## src/verilog/osc_pkg.sv

```systemverilog
/*
 * Constants and carrier types for the output sequencing register bank:
 * register offsets, field positions, reset values and the delay step timing.
 * Assumes a single 125 MHz clock and a register port provided by the
 * surrounding serial interface logic.
 */
// Operation
// RULE1: Output one falls after enable falls by off code times step; zero means none.
// RULE2: Output one rises after enable rises by on code times step.
// RULE3: Output two falls after enable falls by its off code times step.
// RULE4: Output two rises after enable rises by its on code times step.
// RULE5: On-delay range select 1 gives 1 ms steps, else 0.5 ms.
// RULE6: Off-delay range select 1 gives 1 ms steps, else 0.5 ms.
// RULE7: Drive-type bit 0 means push-pull, 1 means open-drain, per output.
// RULE8: Output two gating 1 ANDs its level bit with enable pin.
// RULE9: Sync pin as general output drives output two level bit.
// RULE10: Output one gating 1 ANDs its level bit with enable pin.
// RULE11: Output one follows its level bit.
// RULE12: Pin-function select 0 makes sync pin output two, 1 clock input.
// RULE13: Pull-downs on sync pin and enable pin follow their bits.
// RULE14: Thermal threshold select chooses 125 or 137 degrees.
// RULE15: Spread spectrum follows its enable bit.
// RULE16: PLL bit 0 forces internal oscillator with PLL off.
// RULE17: PLL enabled switches to external clock when present, event on change.
// RULE18: Host writes zero to reserved bit 5 of clock sync control.
// RULE19: Host frequency code is MHz minus one, at most 0x17.
// RULE20: Delays are counted by a 0.5 ms tick, started on enable edges.
package osc_pkg;

    localparam logic [7:0] OSC_ADDR_OUT1_DELAY = 8'h10;
    localparam logic [7:0] OSC_ADDR_OUT2_DELAY = 8'h11;
    localparam logic [7:0] OSC_ADDR_GENERAL_OUTPUT_CONTROL   = 8'h12;
    localparam logic [7:0] OSC_ADDR_MISC_CFG   = 8'h13;
    localparam logic [7:0] OSC_ADDR_CLK_CTRL   = 8'h14;

    localparam logic [7:0] OSC_RST_OUT1_DELAY = 8'h00;
    localparam logic [7:0] OSC_RST_OUT2_DELAY = 8'h00;
    localparam logic [7:0] OSC_RST_GENERAL_OUTPUT_CONTROL   = 8'h00;
    localparam logic [7:0] OSC_RST_MISC_CFG   = 8'h00;
    localparam logic [7:0] OSC_RST_CLK_CTRL   = 8'h00;

    // Writable masks; reserved bits read as zero
    localparam logic [7:0] OSC_MASK_GENERAL_OUTPUT_CONTROL  = 8'h77;
    localparam logic [7:0] OSC_MASK_MISC_CFG  = 8'h7F;
    localparam logic [7:0] OSC_MASK_CLK_CTRL  = 8'h5F;

    localparam int OSC_OFF_HI = 7;
    localparam int OSC_OFF_LO = 4;
    localparam int OSC_ON_HI  = 3;
    localparam int OSC_ON_LO  = 0;

    localparam int OSC_CTL_OUT2_OD   = 6;
    localparam int OSC_CTL_OUT2_GATE = 5;
    localparam int OSC_CTL_OUT2_LVL  = 4;
    localparam int OSC_CTL_OUT1_OD   = 2;
    localparam int OSC_CTL_OUT1_GATE = 1;
    localparam int OSC_CTL_OUT1_LVL  = 0;

    localparam int OSC_CFG_ON_RANGE  = 6;
    localparam int OSC_CFG_OFF_RANGE = 5;
    localparam int OSC_CFG_SYNC_FN   = 4;
    localparam int OSC_CFG_SYNC_PD   = 3;
    localparam int OSC_CFG_WAKE_PD   = 2;
    localparam int OSC_CFG_THERM     = 1;
    localparam int OSC_CFG_DITHER    = 0;

    localparam int OSC_PLL_EN        = 6;
    localparam int OSC_FREQ_HI       = 4;
    localparam int OSC_FREQ_LO       = 0;

    localparam int OSC_CLK_MHZ       = 125;
    localparam int OSC_STEP_US       = 500;
    localparam int OSC_TICK_CYCLES   = OSC_STEP_US * OSC_CLK_MHZ;

    typedef struct packed {
        logic [3:0] off_code;
        logic [3:0] on_code;
    } osc_delay_t;

    typedef struct packed {
        logic       o_o;
        logic       o_oe;
    } osc_pin_t;

endpackage : osc_pkg

```

## src/verilog/osc_seq_chan.sv

```systemverilog
/*
 * One sequenced channel: follows the enable pin with separate rise and
 * fall delays counted in half-millisecond ticks.
 * Assumes a shared tick pulse and an enable level synchronous to the clock.
 */
`timescale 1ns/10ps
module osc_seq_chan (
    input  wire logic              clk_i,       // System clock
    input  wire logic              rst_i,       // Synchronous reset
    input  wire logic              tick_i,      // 0.5 ms pulse
    input  wire logic              en_i,        // Enable pin level
    input  wire osc_pkg::osc_delay_t dly_i,     // Delay codes
    input  wire logic              on_rng_i,    // Rise uses 1 ms steps
    input  wire logic              off_rng_i,   // Fall uses 1 ms steps
    output logic                   seq_o        // Delayed enable
);
    import osc_pkg::*;

    logic       en_q;
    logic [4:0] cnt_q;
    logic [4:0] cnt_d;
    logic       seq_q;
    logic       seq_d;
    logic       busy_q;
    logic       busy_d;

    wire        edge_w  = en_i ^ en_q;
    wire  [3:0] code_w  = en_i ? dly_i.on_code : dly_i.off_code;
    wire        rng_w   = en_i ? on_rng_i : off_rng_i;
    // Doubling the code gives 1 ms steps from the one 0.5 ms tick
    wire  [4:0] load_w  = rng_w ? {code_w, 1'b0} : {1'b0, code_w}; // RULE5 RULE6

    always_comb begin
        cnt_d  = cnt_q;
        seq_d  = seq_q;
        busy_d = busy_q;
        if (edge_w) begin
            // A new edge restarts timing toward the new level
            if (load_w == 5'h0_0) begin
                seq_d  = en_i;
                busy_d = 1'b0;
            end else begin
                cnt_d  = load_w; // RULE20
                busy_d = 1'b1;
            end
        end else if (busy_q && tick_i) begin
            if (cnt_q == 5'h0_1) begin
                seq_d  = en_q; // RULE1 RULE2 RULE3 RULE4
                busy_d = 1'b0;
            end
            cnt_d = cnt_q - 5'h0_1;
        end
    end

    always_ff @(posedge clk_i) begin
        if (rst_i) begin
            en_q   <= 1'b0;
            cnt_q  <= 5'h0_0;
            seq_q  <= 1'b0;
            busy_q <= 1'b0;
        end else begin
            en_q   <= en_i;
            cnt_q  <= cnt_d;
            seq_q  <= seq_d;
            busy_q <= busy_d;
        end
    end

    assign seq_o = seq_q;

endmodule : osc_seq_chan

```

## src/verilog/osc_regs.sv

```systemverilog
/*
 * Output sequencing and configuration register bank: registers, the
 * half-millisecond tick, two sequenced channels and pin drive logic.
 * Assumes a simple register port from the serial interface: one-cycle
 * write strobe, combinational read data, all inputs synchronous.
 */
`timescale 1ns/10ps
module osc_regs (
    input  wire logic        MCLK_I,           // 125 MHz clock
    input  wire logic        RESET_I,          // Synchronous reset, high
    input  wire logic [7:0]  REG_ADDR_I,       // Register address
    input  wire logic        REG_WR_I,         // Write strobe
    input  wire logic [7:0]  REG_WDATA_I,      // Write data
    output logic      [7:0]  REG_RDATA_O,      // Read data
    input  wire logic        WAKE_PIN_I,       // Enable pin level
    input  wire logic        EXT_CLK_SEEN_I,   // External clock detected
    output logic             OUT1_O,           // Output one data
    output logic             OUT1_OE_O,        // Output one enable
    output logic             OUT2_O,           // Output two data
    output logic             OUT2_OE_O,        // Output two enable
    output logic             SYNC_PIN_PD_O,    // Sync pin pull-down on
    output logic             WAKE_PIN_PD_O,    // Enable pin pull-down on
    output logic             THERM_HI_O,       // 137 C threshold chosen
    output logic             DITHER_ON_O,      // Spread spectrum on
    output logic             SYNC_IS_CLK_O,    // Sync pin is clock input
    output logic [4:0]       SYNC_FREQ_O,      // External clock code
    output logic             USE_EXT_CLK_O,    // Running from external clock
    output logic             CLK_EVENT_O       // One-cycle clock change event
);
    import osc_pkg::*;

    localparam logic [16:0] TICK_LAST = 17'(OSC_TICK_CYCLES - 1);

    logic [7:0]  dly1_q;
    logic [7:0]  dly2_q;
    logic [7:0]  ctl_q;
    logic [7:0]  cfg_q;
    logic [7:0]  pll_q;
    logic [16:0] tick_cnt_q;
    logic        use_ext_q;
    logic        ev_q;
    logic        seq1_w;
    logic        seq2_w;

    wire wr_d1 = REG_WR_I && (REG_ADDR_I == OSC_ADDR_OUT1_DELAY);
    wire wr_d2 = REG_WR_I && (REG_ADDR_I == OSC_ADDR_OUT2_DELAY);
    wire wr_ct = REG_WR_I && (REG_ADDR_I == OSC_ADDR_GENERAL_OUTPUT_CONTROL);
    wire wr_cf = REG_WR_I && (REG_ADDR_I == OSC_ADDR_MISC_CFG);
    wire wr_pl = REG_WR_I && (REG_ADDR_I == OSC_ADDR_CLK_CTRL);
    wire tick_w = (tick_cnt_q == TICK_LAST); // RULE20

    always_ff @(posedge MCLK_I) begin
        if (RESET_I) begin
            dly1_q <= OSC_RST_OUT1_DELAY;
            dly2_q <= OSC_RST_OUT2_DELAY;
            ctl_q  <= OSC_RST_GENERAL_OUTPUT_CONTROL;
            cfg_q  <= OSC_RST_MISC_CFG;
            pll_q  <= OSC_RST_CLK_CTRL;
        end else begin
            if (wr_d1) dly1_q <= REG_WDATA_I;
            if (wr_d2) dly2_q <= REG_WDATA_I;
            if (wr_ct) ctl_q  <= REG_WDATA_I & OSC_MASK_GENERAL_OUTPUT_CONTROL;
            if (wr_cf) cfg_q  <= REG_WDATA_I & OSC_MASK_MISC_CFG;
            // Reserved bit 5 is not stored, so a stray 1 has no effect
            if (wr_pl) pll_q  <= REG_WDATA_I & OSC_MASK_CLK_CTRL; // RULE18
        end
    end

    always_ff @(posedge MCLK_I) begin
        if (RESET_I) begin
            tick_cnt_q <= 17'h0_0000;
        end else if (tick_w) begin
            tick_cnt_q <= 17'h0_0000;
        end else begin
            tick_cnt_q <= tick_cnt_q + 17'h0_0001;
        end
    end

    // Clock source selection and change event
    wire pll_en_w  = pll_q[OSC_PLL_EN];
    wire use_ext_d = pll_en_w && EXT_CLK_SEEN_I; // RULE16 RULE17

    always_ff @(posedge MCLK_I) begin
        if (RESET_I) begin
            use_ext_q <= 1'b0;
            ev_q      <= 1'b0;
        end else begin
            use_ext_q <= use_ext_d;
            ev_q      <= pll_en_w && (use_ext_d != use_ext_q); // RULE17
        end
    end

    osc_seq_chan u_chan1 (
        .clk_i     (MCLK_I),
        .rst_i     (RESET_I),
        .tick_i    (tick_w),
        .en_i      (WAKE_PIN_I),
        .dly_i     (osc_delay_t'(dly1_q)),
        .on_rng_i  (cfg_q[OSC_CFG_ON_RANGE]),
        .off_rng_i (cfg_q[OSC_CFG_OFF_RANGE]),
        .seq_o     (seq1_w)
    );

    osc_seq_chan u_chan2 (
        .clk_i     (MCLK_I),
        .rst_i     (RESET_I),
        .tick_i    (tick_w),
        .en_i      (WAKE_PIN_I),
        .dly_i     (osc_delay_t'(dly2_q)),
        .on_rng_i  (cfg_q[OSC_CFG_ON_RANGE]),
        .off_rng_i (cfg_q[OSC_CFG_OFF_RANGE]),
        .seq_o     (seq2_w)
    );

    // Gated outputs follow the sequenced enable, so the pin edges carry the delays
    wire lvl1_w = ctl_q[OSC_CTL_OUT1_LVL] &
                  (~ctl_q[OSC_CTL_OUT1_GATE] | seq1_w); // RULE10 RULE11
    wire lvl2_w = ctl_q[OSC_CTL_OUT2_LVL] &
                  (~ctl_q[OSC_CTL_OUT2_GATE] | seq2_w); // RULE8 RULE9
    wire out2_on_w = ~cfg_q[OSC_CFG_SYNC_FN]; // RULE12

    logic [1:0] pin1_q;
    logic [1:0] pin2_q;
    // Open drain only pulls low; push-pull drives, output two only while the sync pin is not a clock input
    wire osc_pin_t pin1_d = '{o_o: lvl1_w,
                             o_oe: ~ctl_q[OSC_CTL_OUT1_OD] | ~lvl1_w}; // RULE7
    wire osc_pin_t pin2_d = '{o_o: lvl2_w,
                             o_oe: out2_on_w & (~ctl_q[OSC_CTL_OUT2_OD] | ~lvl2_w)}; // RULE7

    always_ff @(posedge MCLK_I) begin
        if (RESET_I) begin
            pin1_q <= 2'h0;
            pin2_q <= 2'h0;
        end else begin
            pin1_q <= pin1_d;
            pin2_q <= pin2_d;
        end
    end

    assign OUT1_O        = pin1_q[1];
    assign OUT1_OE_O     = pin1_q[0];
    assign OUT2_O        = pin2_q[1];
    assign OUT2_OE_O     = pin2_q[0];
    assign SYNC_PIN_PD_O = cfg_q[OSC_CFG_SYNC_PD]; // RULE13
    assign WAKE_PIN_PD_O = cfg_q[OSC_CFG_WAKE_PD]; // RULE13
    assign THERM_HI_O    = cfg_q[OSC_CFG_THERM]; // RULE14
    assign DITHER_ON_O   = cfg_q[OSC_CFG_DITHER]; // RULE15
    assign SYNC_IS_CLK_O = cfg_q[OSC_CFG_SYNC_FN]; // RULE12
    assign SYNC_FREQ_O   = pll_q[OSC_FREQ_HI:OSC_FREQ_LO];
    assign USE_EXT_CLK_O = use_ext_q;
    assign CLK_EVENT_O   = ev_q;

    // Unmapped addresses read as zero
    assign REG_RDATA_O =
        (REG_ADDR_I == OSC_ADDR_OUT1_DELAY) ? dly1_q :
        (REG_ADDR_I == OSC_ADDR_OUT2_DELAY) ? dly2_q :
        (REG_ADDR_I == OSC_ADDR_GENERAL_OUTPUT_CONTROL)   ? ctl_q  :
        (REG_ADDR_I == OSC_ADDR_MISC_CFG)   ? cfg_q  :
        (REG_ADDR_I == OSC_ADDR_CLK_CTRL)   ? pll_q  : 8'h00;

endmodule : osc_regs

```

## config.mk

```make
export PLATFORM = sky130hd
export DESIGN_NAME = osc_regs
export DESIGN_NICKNAME = d
export VERILOG_FILES = /design/src/verilog/osc_pkg.sv /design/src/verilog/osc_seq_chan.sv /design/src/verilog/osc_regs.sv
export SDC_FILE = /design/constraint.sdc
export NUM_CORES = 1
export LEC_CHECK = 0
export BUFFER_PORTS_ARGS = -buffer_cell sky130_fd_sc_hd__buf_4
export CORE_MARGIN = 2
export CORE_UTILIZATION = 45
export DETAILED_ROUTE_END_ITERATION = 16
export PLACE_DENSITY = 0.78
export SLEW_MARGIN = 20
export SYNTH_ARGS = -nofsm -noshare
export SYNTH_HDL_FRONTEND = slang
export SYNTH_HIERARCHICAL = 1
export SYNTH_SLANG_ARGS = --single-unit
```

## constraint.sdc

```tcl
create_clock -name MCLK_I -period 2.3 [get_ports MCLK_I]
set_input_delay 0 -clock MCLK_I [delete_from_list [all_inputs] [get_ports MCLK_I]]
set_output_delay 0 -clock MCLK_I [all_outputs]
set_load 0.01 [all_outputs]
```

==> metrics.cfg <==
[cells_and_area]
fin_util = 0.5352
finalNonFillerCells = 593
drive_above_1_share = 0.1938
areaGrowthSynthToFinish_pct = 16.96
antenna_cells = 0
num-nets-final = 510

[routing]
ant_nets = 0
num_vias = 3395
wl_met3_um = 633
finalWirelength_um = 8934
drt-met1-wl_um = 3838
top_layer_used = met4
drcViolationCount = 0
firstDrtPassIters = 5
wl_per_cell_um = 15.07
viasPerCell = 5.725
first_iter_violations = 231
dr_wl_met2_um = 4332

[setup_path]
worst-endpoint-required_ns = 2.52
cp.buffers_inverters = 1
path_class = reg -> reg
slowest_stage = or4_1
startpoint_type = flop
path_cells = or4_1 > nor4_2 > buf_4 > nand3_1 > or4_4 > nand3_1 > a21oi_2
crit_path_frequent_cell = nand3_1
crit_fanout = 6
path_delay_family = simple AND/OR/NAND/NOR gates
crit_arrival_ns = 2.38
cpPeakStageDelay_ns = 0.55
end_kind = flop

[hold_path]
hold_class = in -> reg

[logic_synthesis]
yosysWarnings = 6
synth-seq-cells = 74
synthDistinctLibCells = 57
ys_seq_area_frac = 0.3767
synthesis.instances = 435
synthTopCellsByArea = dfxtp_1 38%, mux2i_1 13%, nor2_1 6.7%
async_reset_ff_frac = 0
syn_avg_cell_area_sq_um = 9.040
synth-edff-count = 0
synth_area_sq_um = 3933
syn_nets = 465
synth_ff_type = dfxtp_1
netlist.area_leader.share = 0.3767
synth_area_leader_cell = dfxtp_1

[pwr]
power_density_nw_per_um2 = 544.2
ir_worst_vdd_mv = 0.4058
cellLeakagePower_uw = 0.001765

[global_routing]
grt_pass1_vias = 3191
antenna_found_initial = 0
grt_remaining_overflow = 0
track_usage = 0.1903
grt_max_degree = 55
grt_pass1_wl_um = 15040

[die]
die_y_um = 97.48
io_pins = 45
core_sq_um = 8593
num_rows = 34
fp.dieArea_sq_um = 9502
start_util = 0.4576
die_w_um = 97.48

[timing]
setup_viol = 0
fmax_ghz = 0.4622
setup_tns_ns = 0
timing.hold.ws_ns = 0.03725
slew_headroom = 0.5905
slew_viol_final = 0
hold_violations = 0
fin_crit_sh = 0.9406
fin_crit_ns = 2.163
clock_skew_ns = 0.006661
worst-slew-pin-transition_ns = 0.6097

[run]
maxCapViolCount = 0

[cts]
cts_tree = done
cts.clk_slew.worst_paths_ns = 0.08
clk_latency_ns = 0.35
numClockSinks = 74
root_buffer = clkbuf_8
clk_path_buf_depth = 2
numCtsBuffers = 9
htreeDepth = 3

[place]
io_buffers = 44
finalWeightedCongestion = 0.8210
dp_hpwl_um = 6419
dp.cells = 567

[run_status]
status = completed

flip-flops by register name, summed over array words and instances, names as in the netlist, 5 cells and up:
name / count
cfg_q: 7
ctl_q: 6
dly1_q: 8
dly2_q: 8
pll_q: 6
tick_cnt_q: 17
u_chan1/cnt_q: 5
u_chan2/cnt_q: 5
Yosys cell counts, drive strengths merged, types with 4 or more instances:
master / instances
a21oi: 19
a31oi: 7
a32oi: 4
buf: 13
clkbuf: 12
dfxtp: 74
ha: 9
inv: 21
mux2i: 52
nand2: 10
nand2b: 10
nand3: 13
nand3b: 5
nand4: 5
nor2: 70
nor3: 7
nor4: 8
o21ai: 12
o221ai: 5
o22ai: 10
or2: 8
or4: 10
xnor2: 10
timing repair:
item | 4_1_cts | 5_1_grt
buffers inserted | 0 | 1
endpoints found under the hold margin | 37 | 0
endpoints found under the setup margin | 0 | 2
hold buffers | 9 | 0
gates resized for setup | 0 | 2
metal layers:
metal	vias to the layer above	global-route usage
li1	1650	-
met1	1584	0.2445
met2	141	0.3135
met3	20	0.05036
met4	0	0.05769
met5	-	0
where the power goes:
group          switching [uW]  internal, uW  leakage (uW)
registers                11.2          1290      0.000599
clock network             492           498     0.0000990
logic                     118          90.1       0.00107
metrics by stage:
stage / total power, uW / worst slack (ns) / area, sq um
floorplan: 1458 / 0.1513 / 3939
global placement: 1524 / 0.1529 / 4303
detailed placement: 1528 / 0.1288 / 4303
CTS: 2521 / 0.1277 / 4587
global route: 2602 / -0.003392 / 4599
finish: 2503 / 0.1366 / 4599
layout by cell type, fill, tap and decap left out, types with 4 or more instances in the layout:
| cell type | Yosys | routed |
|---|---|---|
| dfxtp_1 | 74 | 73 |
| nor2_1 | 70 | 70 |
| mux2i_1 | 52 | 52 |
| buf_4 | 7 | 50 |
| inv_1 | 21 | 21 |
| a21oi_1 | 17 | 17 |
| nand3_1 | 13 | 13 |
| nand2_1 | 10 | 10 |
| nand2b_1 | 10 | 10 |
| o22ai_1 | 10 | 10 |
| xnor2_1 | 10 | 10 |
| ha_1 | 9 | 9 |
| clkbuf_8 | 0 | 9 |
| dlygate4sd3_1 | 0 | 9 |
| o21ai_0 | 8 | 8 |
| a31oi_1 | 7 | 7 |
| or4_1 | 8 | 7 |
| nor3_1 | 6 | 6 |
| or2_2 | 5 | 5 |
| nand4_1 | 5 | 5 |
| nand3b_1 | 5 | 5 |
| nor4_4 | 4 | 4 |
| a32oi_1 | 4 | 4 |
| o21ai_1 | 4 | 4 |
worst paths after layout:
path                          from               end  slack, ns  cells past startpoint
hold / removal          WAKE_PIN_I      u_chan1/en_q       0.04                      2
hold reg to reg   u_chan2/cnt_q[4]  u_chan2/cnt_q[4]       0.48                      2
setup / recovery     tick_cnt_q[4]  u_chan1/cnt_q[3]       0.14                      7
setup reg to reg     tick_cnt_q[4]  u_chan1/cnt_q[3]       0.14                      7
layout make-up:
| class | count | area, sq um |
|---|---|---|
| clock buffer | 9 | 123.9 |
| clock inverter | 7 | 70.07 |
| fill | 764 | 3994 |
| inverter | 21 | 78.83 |
| multi-input combinational | 315 | 2243 |
| sequential | 74 | 1483 |
| tap | 108 | 135.1 |
| timing repair buffer | 59 | 465.4 |
cell families after synthesis:
group,after synthesis,share of synthesized area
XOR/XNOR,13,0.02895
buffers and inverters,46,0.05536
flip-flops,74,0.3767
adder cells (fa/ha/maj),9,0.02864
AO/OA/AOI/OAI,74,0.1279
AND/OR/NAND/NOR,163,0.2358
multiplexers,56,0.1467
No activity file was read; power rests on OpenSTA's default activity.
